**src/tic_params.svh**
```systemverilog
`ifndef TIV_PARAMS_SVH
`define TIV_PARAMS_SVH

`define TIV_ADDR_CTRL      8'hA1
`define TIV_ADDR_SUBSEC    8'hA2
`define TIV_ADDR_SEC       8'hA3
`define TIV_ADDR_MIN       8'hA4
`define TIV_ADDR_HOUR      8'hA5
`define TIV_ADDR_MATCH     8'hA6

`define TIV_CTRL_RESET     8'h00
`define TIV_BIT_CLK_EN     0
`define TIV_BIT_CNT_EN     1
`define TIV_BIT_FLAG       2
`define TIV_BIT_SINGLE     3
`define TIV_BIT_TB_LO      4
`define TIV_BIT_TB_HI      5
`define TIV_BIT_H24        6
`define TIV_CTRL_WMASK     8'h7F

`define TIV_SUBSEC_MAX     8'h7F
`define TIV_SEC_MAX        8'h3B
`define TIV_MIN_MAX        8'h3B
`define TIV_HOUR_MAX_24    8'h17
`define TIV_HOUR_MAX_256   8'hFF
`define TIV_VECTOR         16'h0053

`define TIV_CLK_HZ         25000000
`define TIV_SUBSEC_PER_SEC 128
`define TIV_TICK_CYCLES    (`TIV_CLK_HZ / `TIV_SUBSEC_PER_SEC)

`endif

```
**src/tic_pkg.sv**
```systemverilog
package tiv_pkg;

    typedef logic [7:0] tiv_byte_type;

    typedef enum logic [1:0] {
        TIV_TB_SUBSEC = 2'h0,
        TIV_TB_SEC    = 2'h1,
        TIV_TB_MIN    = 2'h2,
        TIV_TB_HOUR   = 2'h3
    } tiv_timebase_type;

endpackage

```
**src/tic_wrap_counter.sv**
```systemverilog
`timescale 1ns/1ps
module tiv_wrap_counter (
    // Clock and reset
    input  wire logic                  clk_i,
    input  wire logic                  rst_n_i,
    // Control
    input  wire logic                  step_i,
    input  wire tiv_pkg::tiv_byte_type max_i,
    input  wire logic                  load_i,
    input  wire tiv_pkg::tiv_byte_type load_data_i,
    // Status
    output tiv_pkg::tiv_byte_type      count_o,
    output logic                       wrap_o
);
    import tiv_pkg::*;

    tiv_byte_type count_q;

    assign count_o = count_q;
    assign wrap_o  = step_i && (count_q >= max_i);

    always_ff @(posedge clk_i or negedge rst_n_i) begin
        if (!rst_n_i) begin
            count_q <= 8'h00;
        end else if (load_i) begin
            count_q <= load_data_i;
        end else if (wrap_o) begin
            count_q <= 8'h00;
        end else if (step_i) begin
            count_q <= count_q + 8'h01;
        end
    end

endmodule

```
**src/tic_top.sv**
```systemverilog
`timescale 1ns/1ps
`include "tic_params.svh"
module tiv_top #(
    parameter int TICK_CYCLES = `TIV_TICK_CYCLES
) (
    // Clock and power-on reset
    input  wire logic                  ref_clk_i,
    input  wire logic                  resetn_i,
    // Non-power-on core reset, synchronous
    input  wire logic                  core_rst_i,
    // Special function register port
    input  wire logic [7:0]            sfr_addr_i,
    input  wire logic                  sfr_wr_i,
    input  wire tiv_pkg::tiv_byte_type sfr_wdata_i,
    output tiv_pkg::tiv_byte_type      sfr_rdata_o,
    // Interrupt system
    input  wire logic                  irq_enable_i,
    input  wire logic                  irq_ack_i,
    input  wire logic                  power_down_i,
    output logic                       irq_o,
    output logic                       wake_o,
    output logic [15:0]                vector_o
);
    import tiv_pkg::*;

    ////////////////////////////////////////////////////////////////////////////
    // Reset release
    logic rst_meta_q;
    logic rst_n_q;

    always_ff @(posedge ref_clk_i or negedge resetn_i) begin
        if (!resetn_i) begin
            rst_meta_q <= 1'b0;
            rst_n_q    <= 1'b0;
        end else begin
            rst_meta_q <= 1'b1;
            rst_n_q    <= rst_meta_q;
        end
    end

    ////////////////////////////////////////////////////////////////////////////
    // 1/128 second tick, free running through power-down
    logic [31:0] div_q;
    logic        tick_q;

    always_ff @(posedge ref_clk_i or negedge rst_n_q) begin
        if (!rst_n_q) begin
            div_q  <= 32'h0;
            tick_q <= 1'b0;
        end else if (div_q >= 32'(TICK_CYCLES - 1)) begin
            div_q  <= 32'h0;
            tick_q <= 1'b1;
        end else begin
            div_q  <= div_q + 32'h1;
            tick_q <= 1'b0;
        end
    end

    ////////////////////////////////////////////////////////////////////////////
    // Register decode
    tiv_byte_type ctrl_q;
    tiv_byte_type match_q;
    logic         wr_ctrl;
    logic         wr_sub;
    logic         wr_sec;
    logic         wr_min;
    logic         wr_hour;

    assign wr_ctrl = sfr_wr_i && (sfr_addr_i == `TIV_ADDR_CTRL);
    assign wr_sub  = sfr_wr_i && (sfr_addr_i == `TIV_ADDR_SUBSEC);
    assign wr_sec  = sfr_wr_i && (sfr_addr_i == `TIV_ADDR_SEC);
    assign wr_min  = sfr_wr_i && (sfr_addr_i == `TIV_ADDR_MIN);
    assign wr_hour = sfr_wr_i && (sfr_addr_i == `TIV_ADDR_HOUR);

    ////////////////////////////////////////////////////////////////////////////
    // Time-keeping chain, counts kept through the core reset, which clears the 24-hour select
    logic         run;
    tiv_byte_type sub_cnt;
    tiv_byte_type sec_cnt;
    tiv_byte_type min_cnt;
    tiv_byte_type hour_cnt;
    tiv_byte_type hour_max;
    logic         sub_wrap;
    logic         sec_wrap;
    logic         min_wrap;
    logic         hour_wrap;

    assign run      = tick_q && ctrl_q[`TIV_BIT_CLK_EN];
    assign hour_max = ctrl_q[`TIV_BIT_H24] ? `TIV_HOUR_MAX_24 : `TIV_HOUR_MAX_256;

    tiv_wrap_counter u_subsec (
        .clk_i       (ref_clk_i),
        .rst_n_i     (rst_n_q),
        .step_i      (run),
        .max_i       (`TIV_SUBSEC_MAX),
        .load_i      (wr_sub),
        .load_data_i (sfr_wdata_i),
        .count_o     (sub_cnt),
        .wrap_o      (sub_wrap)
    );

    tiv_wrap_counter u_sec (
        .clk_i       (ref_clk_i),
        .rst_n_i     (rst_n_q),
        .step_i      (sub_wrap),
        .max_i       (`TIV_SEC_MAX),
        .load_i      (wr_sec),
        .load_data_i (sfr_wdata_i),
        .count_o     (sec_cnt),
        .wrap_o      (sec_wrap)
    );

    tiv_wrap_counter u_min (
        .clk_i       (ref_clk_i),
        .rst_n_i     (rst_n_q),
        .step_i      (sec_wrap),
        .max_i       (`TIV_MIN_MAX),
        .load_i      (wr_min),
        .load_data_i (sfr_wdata_i),
        .count_o     (min_cnt),
        .wrap_o      (min_wrap)
    );

    tiv_wrap_counter u_hour (
        .clk_i       (ref_clk_i),
        .rst_n_i     (rst_n_q),
        .step_i      (min_wrap),
        .max_i       (hour_max),
        .load_i      (wr_hour),
        .load_data_i (sfr_wdata_i),
        .count_o     (hour_cnt),
        .wrap_o      (hour_wrap)
    );

    ////////////////////////////////////////////////////////////////////////////
    // Interval counter
    tiv_timebase_type tb_sel;
    logic             interval_step;
    logic             timeout;
    tiv_byte_type     interval_q;

    assign tb_sel = tiv_timebase_type'(ctrl_q[`TIV_BIT_TB_HI:`TIV_BIT_TB_LO]);

    always_comb begin
        case (tb_sel)
            TIV_TB_SUBSEC: interval_step = sub_wrap;
            TIV_TB_SEC:    interval_step = sec_wrap;
            TIV_TB_MIN:    interval_step = min_wrap;
            TIV_TB_HOUR:   interval_step = hour_wrap;
            default:       interval_step = 1'b0;
        endcase
    end

    // Full 8-bit count with minute base, stepped on each minute-counter wrap, gives the 256-hour reach
    assign timeout = ctrl_q[`TIV_BIT_CNT_EN] && interval_step
                     && ((interval_q + 8'h01) == match_q);

    always_ff @(posedge ref_clk_i or negedge rst_n_q) begin
        if (!rst_n_q) begin
            interval_q <= 8'h00;
        end else if (!ctrl_q[`TIV_BIT_CNT_EN] || timeout) begin
            interval_q <= 8'h00;
        end else if (interval_step) begin
            interval_q <= interval_q + 8'h01;
        end
    end

    ////////////////////////////////////////////////////////////////////////////
    // Control and match registers
    always_ff @(posedge ref_clk_i or negedge rst_n_q) begin
        if (!rst_n_q) begin
            ctrl_q <= `TIV_CTRL_RESET;
        end else if (core_rst_i) begin
            ctrl_q <= `TIV_CTRL_RESET | (ctrl_q & 8'h01);
        end else begin
            if (wr_ctrl) begin
                ctrl_q <= sfr_wdata_i & `TIV_CTRL_WMASK;
            end
            if (irq_ack_i) begin
                ctrl_q[`TIV_BIT_FLAG] <= 1'b0;
            end
            if (timeout) begin
                ctrl_q[`TIV_BIT_FLAG] <= 1'b1;
                if (ctrl_q[`TIV_BIT_SINGLE]) begin
                    ctrl_q[`TIV_BIT_CNT_EN] <= 1'b0;
                end
            end
        end
    end

    always_ff @(posedge ref_clk_i or negedge rst_n_q) begin
        if (!rst_n_q) begin
            match_q <= 8'h00;
        end else if (sfr_wr_i && (sfr_addr_i == `TIV_ADDR_MATCH)) begin
            match_q <= sfr_wdata_i;
        end
    end

    ////////////////////////////////////////////////////////////////////////////
    // Read data and interrupt outputs
    always_ff @(posedge ref_clk_i or negedge rst_n_q) begin
        if (!rst_n_q) begin
            sfr_rdata_o <= 8'h00;
        end else begin
            case (sfr_addr_i)
                `TIV_ADDR_CTRL:   sfr_rdata_o <= ctrl_q;
                `TIV_ADDR_SUBSEC: sfr_rdata_o <= sub_cnt;
                `TIV_ADDR_SEC:    sfr_rdata_o <= sec_cnt;
                `TIV_ADDR_MIN:    sfr_rdata_o <= min_cnt;
                `TIV_ADDR_HOUR:   sfr_rdata_o <= hour_cnt;
                `TIV_ADDR_MATCH:  sfr_rdata_o <= match_q;
                default:          sfr_rdata_o <= 8'h00;
            endcase
        end
    end

    always_ff @(posedge ref_clk_i or negedge rst_n_q) begin
        if (!rst_n_q) begin
            irq_o    <= 1'b0;
            wake_o   <= 1'b0;
            vector_o <= 16'h0000;
        end else begin
            irq_o    <= ctrl_q[`TIV_BIT_FLAG] && irq_enable_i;
            wake_o   <= ctrl_q[`TIV_BIT_FLAG] && irq_enable_i && power_down_i;
            vector_o <= `TIV_VECTOR;
        end
    end

endmodule

```
**config.mk**
```make
export PLATFORM = sky130hd
export DESIGN_NAME = tiv_top
export DESIGN_NICKNAME = d
export VERILOG_FILES = /design/src/tic_pkg.sv /design/src/tic_wrap_counter.sv /design/src/tic_top.sv
export VERILOG_INCLUDE_DIRS = /design/src
export SDC_FILE = /design/constraint.sdc
export NUM_CORES = 1
export LEC_CHECK = 0
export ABC_CLOCK_PERIOD_IN_PS = 3700
export BUFFER_PORTS_ARGS = -buffer_cell sky130_fd_sc_hd__buf_2
export CORE_MARGIN = 8
export CORE_UTILIZATION = 60
export DETAILED_ROUTE_END_ITERATION = 7
export PLACE_DENSITY = 0.81
export SYNTH_ARGS = -nofsm -noshare
export SYNTH_HDL_FRONTEND = slang
export SYNTH_SLANG_ARGS = --single-unit
```
**constraint.sdc**
```tcl
create_clock -name ref_clk_i -period 3.7 [get_ports ref_clk_i]
set_input_delay 0 -clock ref_clk_i [delete_from_list [all_inputs] [get_ports ref_clk_i]]
set_output_delay 0 -clock ref_clk_i [all_outputs]
set_load 0.005 [all_outputs]
```
==> flow_metrics.py <==
metrics = {
    "yosys": {
        "post_synth_num_cell_types": 73,
        "ys.flop_type": "dfrtp_1",
        "synthCells": 554,
        "yosysSeqAreaShare_pct": 46.9,
        "synth_edf_count": 0,
        "netlist_area_um2": 5390,
        "ys_warn_count": 0,
        "postSynthAreaPerCell_um2": 9.73,
        "synth-seq-cells": 101,
        "async_flop_share_pct": 100,
    },
    "cells_and_area": {
        "area_growth_pct": 10.8,
        "fin_nets": 645,
        "fill_cells": 656,
        "n_antenna_cell": 0,
        "multi_input_area_um2": 2700,
        "layout-drive-gt1-share_pct": 15.4,
        "final-seq-area_um2": 2530,
    },
    "setup_path": {
        "rrSetupSlack_ns": 1.29,
        "crit_required_ns": 4.00,
        "timing.rr.end": "ctrl_q[2]$_DFFE_PN0P_",
        "worst_r2r_path_depth": 7,
        "cp-end-kind": "flop",
        "path_max_fanout": 11,
        "crit_path_start_kind": "flop",
        "worstPathArrival_ns": 2.72,
        "r2r_start": "interval_q[0]$_DFFE_PN0P_",
        "worstSetupPathType": "flop to flop",
        "startpoint": "interval_q[0]$_DFFE_PN0P_",
    },
    "timing": {
        "finalCriticalPeriod_ns": 2.41,
        "max_slew_margin_pct": 32.7,
        "finalSetupTns_ns": 0,
        "fin_worst_skew_ns": 0.0113,
        "finalWorstSetupSlack_ns": 1.29,
        "setup_viol": 0,
        "maxSlewViolCount": 0,
        "tightest_slew_ns": 1.01,
        "fmax_mhz": 414,
        "rsz0062_at_grt": "false",
        "whs_ns": 0.0105,
        "hold_viol_final": 0,
        "post-route-period-util_pct": 65.2,
    },
    "detailed_routing": {
        "viasPerCell": 6.32,
        "drt_iter0_markers": 380,
        "wl_per_cell_um": 18.0,
        "drt-total-wl_um": 13000,
        "drc": 0,
        "vias": 4583,
        "firstDrtPassIters": 5,
        "antenna_left": 0,
    },
    "clock_network": {
        "cts_tree": "built",
        "cts_max_level": 3,
        "cts_sinks": 101,
        "clockBufferDepth": 2,
        "cts_resized": 0,
        "cts_buffers": 9,
        "insertion_delay_ns": 0.37,
        "postCtsSetupBuffers": 0,
        "cts-root-buf": "clkbuf_8",
        "ctsHoldBuffers": 15,
        "cts.clk_slew.worst_paths_ns": 0.10,
    },
    "floorplanning": {
        "die-area_um2": 12300,
        "core_um2": 8720,
        "fp.dieH_um": 111,
        "die_w_um": 111,
        "initial_core_util_pct": 61.8,
        "rows": 34,
        "ios": 49,
    },
    "global_route": {
        "grt_pass1_vias": 4449,
        "grt_overflow": 0,
        "antenna_found_initial": 0,
        "track_usage_pct": 21.3,
        "grt_max_degree": 82,
        "grt_pass1_wl_um": 21900,
    },
    "worst_hold_path": {
        "min_to": "ctrl_q[4]$_DFFE_PN0P_",
        "whs_path_depth": 3,
        "hp-class": "input port to flop",
        "hold_start": "sfr_wr_i",
    },
    "power": {
        "p_total_mw": 2.72,
        "power.leakage_nw": 2.53,
        "p_per_area_nw_per_um2": 455,
        "ir_worst_vdd_mv": 0.317,
    },
    "flow_run": {
        "cap_violations": 0,
    },
    "place": {
        "gp_congestion": 1.00,
        "port_buffers": 36,
        "pre_cts_ws_ns": 1.28,
        "dp_hpwl_um": 9260,
    },
    "outcome": {
        "status": "completed",
    },
}
-- metrics by stage --
step	area, um2	util (%)	instances
2_1_floorplan	5490	-	580
3_3_place_gp	5620	64.5	694
3_5_place_dp	5620	64.5	694
4_1_cts	5970	68.5	725
5_1_grt	5970	68.5	725
6_report	5970	68.5	725
-- sequential cells by signal, summed over array words and instances, names as in the netlist, 7 cells and up --
signal	count
div_q	32
interval_q	8
match_q	8
sfr_rdata_o	8
u_hour.count_o	8
u_min.count_o	8
u_sec.count_o	8
u_subsec.count_o	8
ctrl_q	7
-- per-layer routing --
layer,track usage [%],vias to the layer above,routed length [um]
li1,-,2093,-
met1,28.1,2214,5490
met2,32.9,238,5970
met3,4.06,38,1150
met4,10.5,0,437
met5,0,-,0
-- cell type report --
cell class                      instances  area share (%)
Multi-Input combinational cell        434            45.3
Sequential cell                       101            42.4
Timing Repair Buffer                   55            6.03
Tap cell                              108            2.26
Clock buffer                            9            2.07
Clock inverter                          7            1.30
Inverter                               11           0.691
-- worst max-delay path, stage by stage, from the launching register on --
cell and delay (ns):
dfrtp_1 0.45, ha_1 0.27, nand2_1 0.13, or3_4 0.42
a2111oi_4 0.37, nand4_2 0.33, o22a_1 0.30, nor2_1 0.08
-- cell usage in the layout, fill, tap and decap left out, types with 3 or more instances in the layout --
| cell type | Yosys | routed |
|---|---|---|
| ha_1 | 10 | 10 |
| clkbuf_8 | 0 | 9 |
| or2_2 | 3 | 3 |
| a31oi_1 | 10 | 10 |
| buf_2 | 6 | 36 |
| nor3_1 | 9 | 9 |
| o21a_1 | 4 | 4 |
| nor2_1 | 53 | 53 |
| nand2b_1 | 3 | 3 |
| nor2b_1 | 3 | 3 |
| conb_1 | 2 | 28 |
| o21ai_0 | 35 | 35 |
| dlygate4sd3_1 | 0 | 15 |
| xor2_1 | 14 | 14 |
| a22oi_1 | 29 | 29 |
| buf_4 | 18 | 4 |
| a21oi_1 | 29 | 29 |
| dfrtp_1 | 101 | 100 |
| and2_1 | 4 | 4 |
| nor4_1 | 6 | 6 |
| inv_6 | 0 | 3 |
| inv_1 | 10 | 10 |
| nand4_1 | 8 | 8 |
| nand2_1 | 53 | 53 |
| and3_1 | 13 | 13 |
| nand3b_1 | 3 | 3 |
| nand3_1 | 38 | 38 |
| o311ai_0 | 3 | 3 |
| xnor2_1 | 10 | 10 |
| mux2_2 | 9 | 9 |
-- worst max-delay path by stage --
stage	depth (start not counted)	to	slack (ns)
after floorplan	0	ctrl_q[0]$_DFFE_PN0P_	0.68
after CTS	7	ctrl_q[2]$_DFFE_PN0P_	1.30
after global placement	7	ctrl_q[2]$_DFFE_PN0P_	1.46
after global routing	7	ctrl_q[2]$_DFFE_PN0P_	1.09
after detailed placement	7	ctrl_q[1]$_DFF_PN0_	1.28
final	7	ctrl_q[2]$_DFFE_PN0P_	1.29
-- Yosys cell counts, types with 2 or more instances --
| master | n | area [um2] |
|---|---|---|
| dfrtp_1 | 101 | 2530 |
| nand2_1 | 53 | 199 |
| nor2_1 | 53 | 199 |
| nand3_1 | 38 | 190 |
| o21ai_0 | 35 | 175 |
| a21oi_1 | 29 | 145 |
| a22oi_1 | 29 | 218 |
| buf_4 | 18 | 135 |
| xor2_1 | 14 | 123 |
| and3_1 | 13 | 81.3 |
| a31oi_1 | 10 | 62.6 |
| ha_1 | 10 | 125 |
| inv_1 | 10 | 37.5 |
| xnor2_1 | 10 | 87.6 |
| mux2_2 | 9 | 101 |
| nor3_1 | 9 | 45.0 |
| clkbuf_1 | 8 | 30.0 |
| nand4_1 | 8 | 50.1 |
| buf_2 | 6 | 30.0 |
| nor4_1 | 6 | 37.5 |
| and2_1 | 4 | 25.0 |
| o21a_1 | 4 | 30.0 |
| nand2b_1 | 3 | 18.8 |
| nand3b_1 | 3 | 22.5 |
| nor2b_1 | 3 | 18.8 |
| o311ai_0 | 3 | 26.3 |
| or2_2 | 3 | 18.8 |
| a2111oi_0 | 2 | 17.5 |
| a2111oi_2 | 2 | 30.0 |
| a21oi_2 | 2 | 17.5 |
| a32oi_1 | 2 | 17.5 |
| buf_6 | 2 | 22.5 |
| conb_1 | 2 | 7.51 |
| mux2i_1 | 2 | 20.0 |
| nand2_2 | 2 | 12.5 |
| nand4b_1 | 2 | 17.5 |
| nor2_4 | 2 | 22.5 |
| nor4_2 | 2 | 25.0 |
| nor4b_1 | 2 | 17.5 |
| o2111ai_2 | 2 | 30.0 |
| or3_1 | 2 | 12.5 |
| or4_1 | 2 | 15.0 |
| or4b_2 | 2 | 20.0 |
-- power breakdown --
group	switching [mW]	internal, mW
clock	0.407	0.323
combinational	0.258	0.202
sequential	0.262	1.27
-- logic make-up after synthesis --
family	synth area share [%]
mux	2.25
fa+ha+maj	2.32
flops	46.9
other cells	0.139
xor+xnor	3.90
compound gates	17.3
buf+inv	4.80
simple gates	22.5
(Power assumes the default switching activity.)
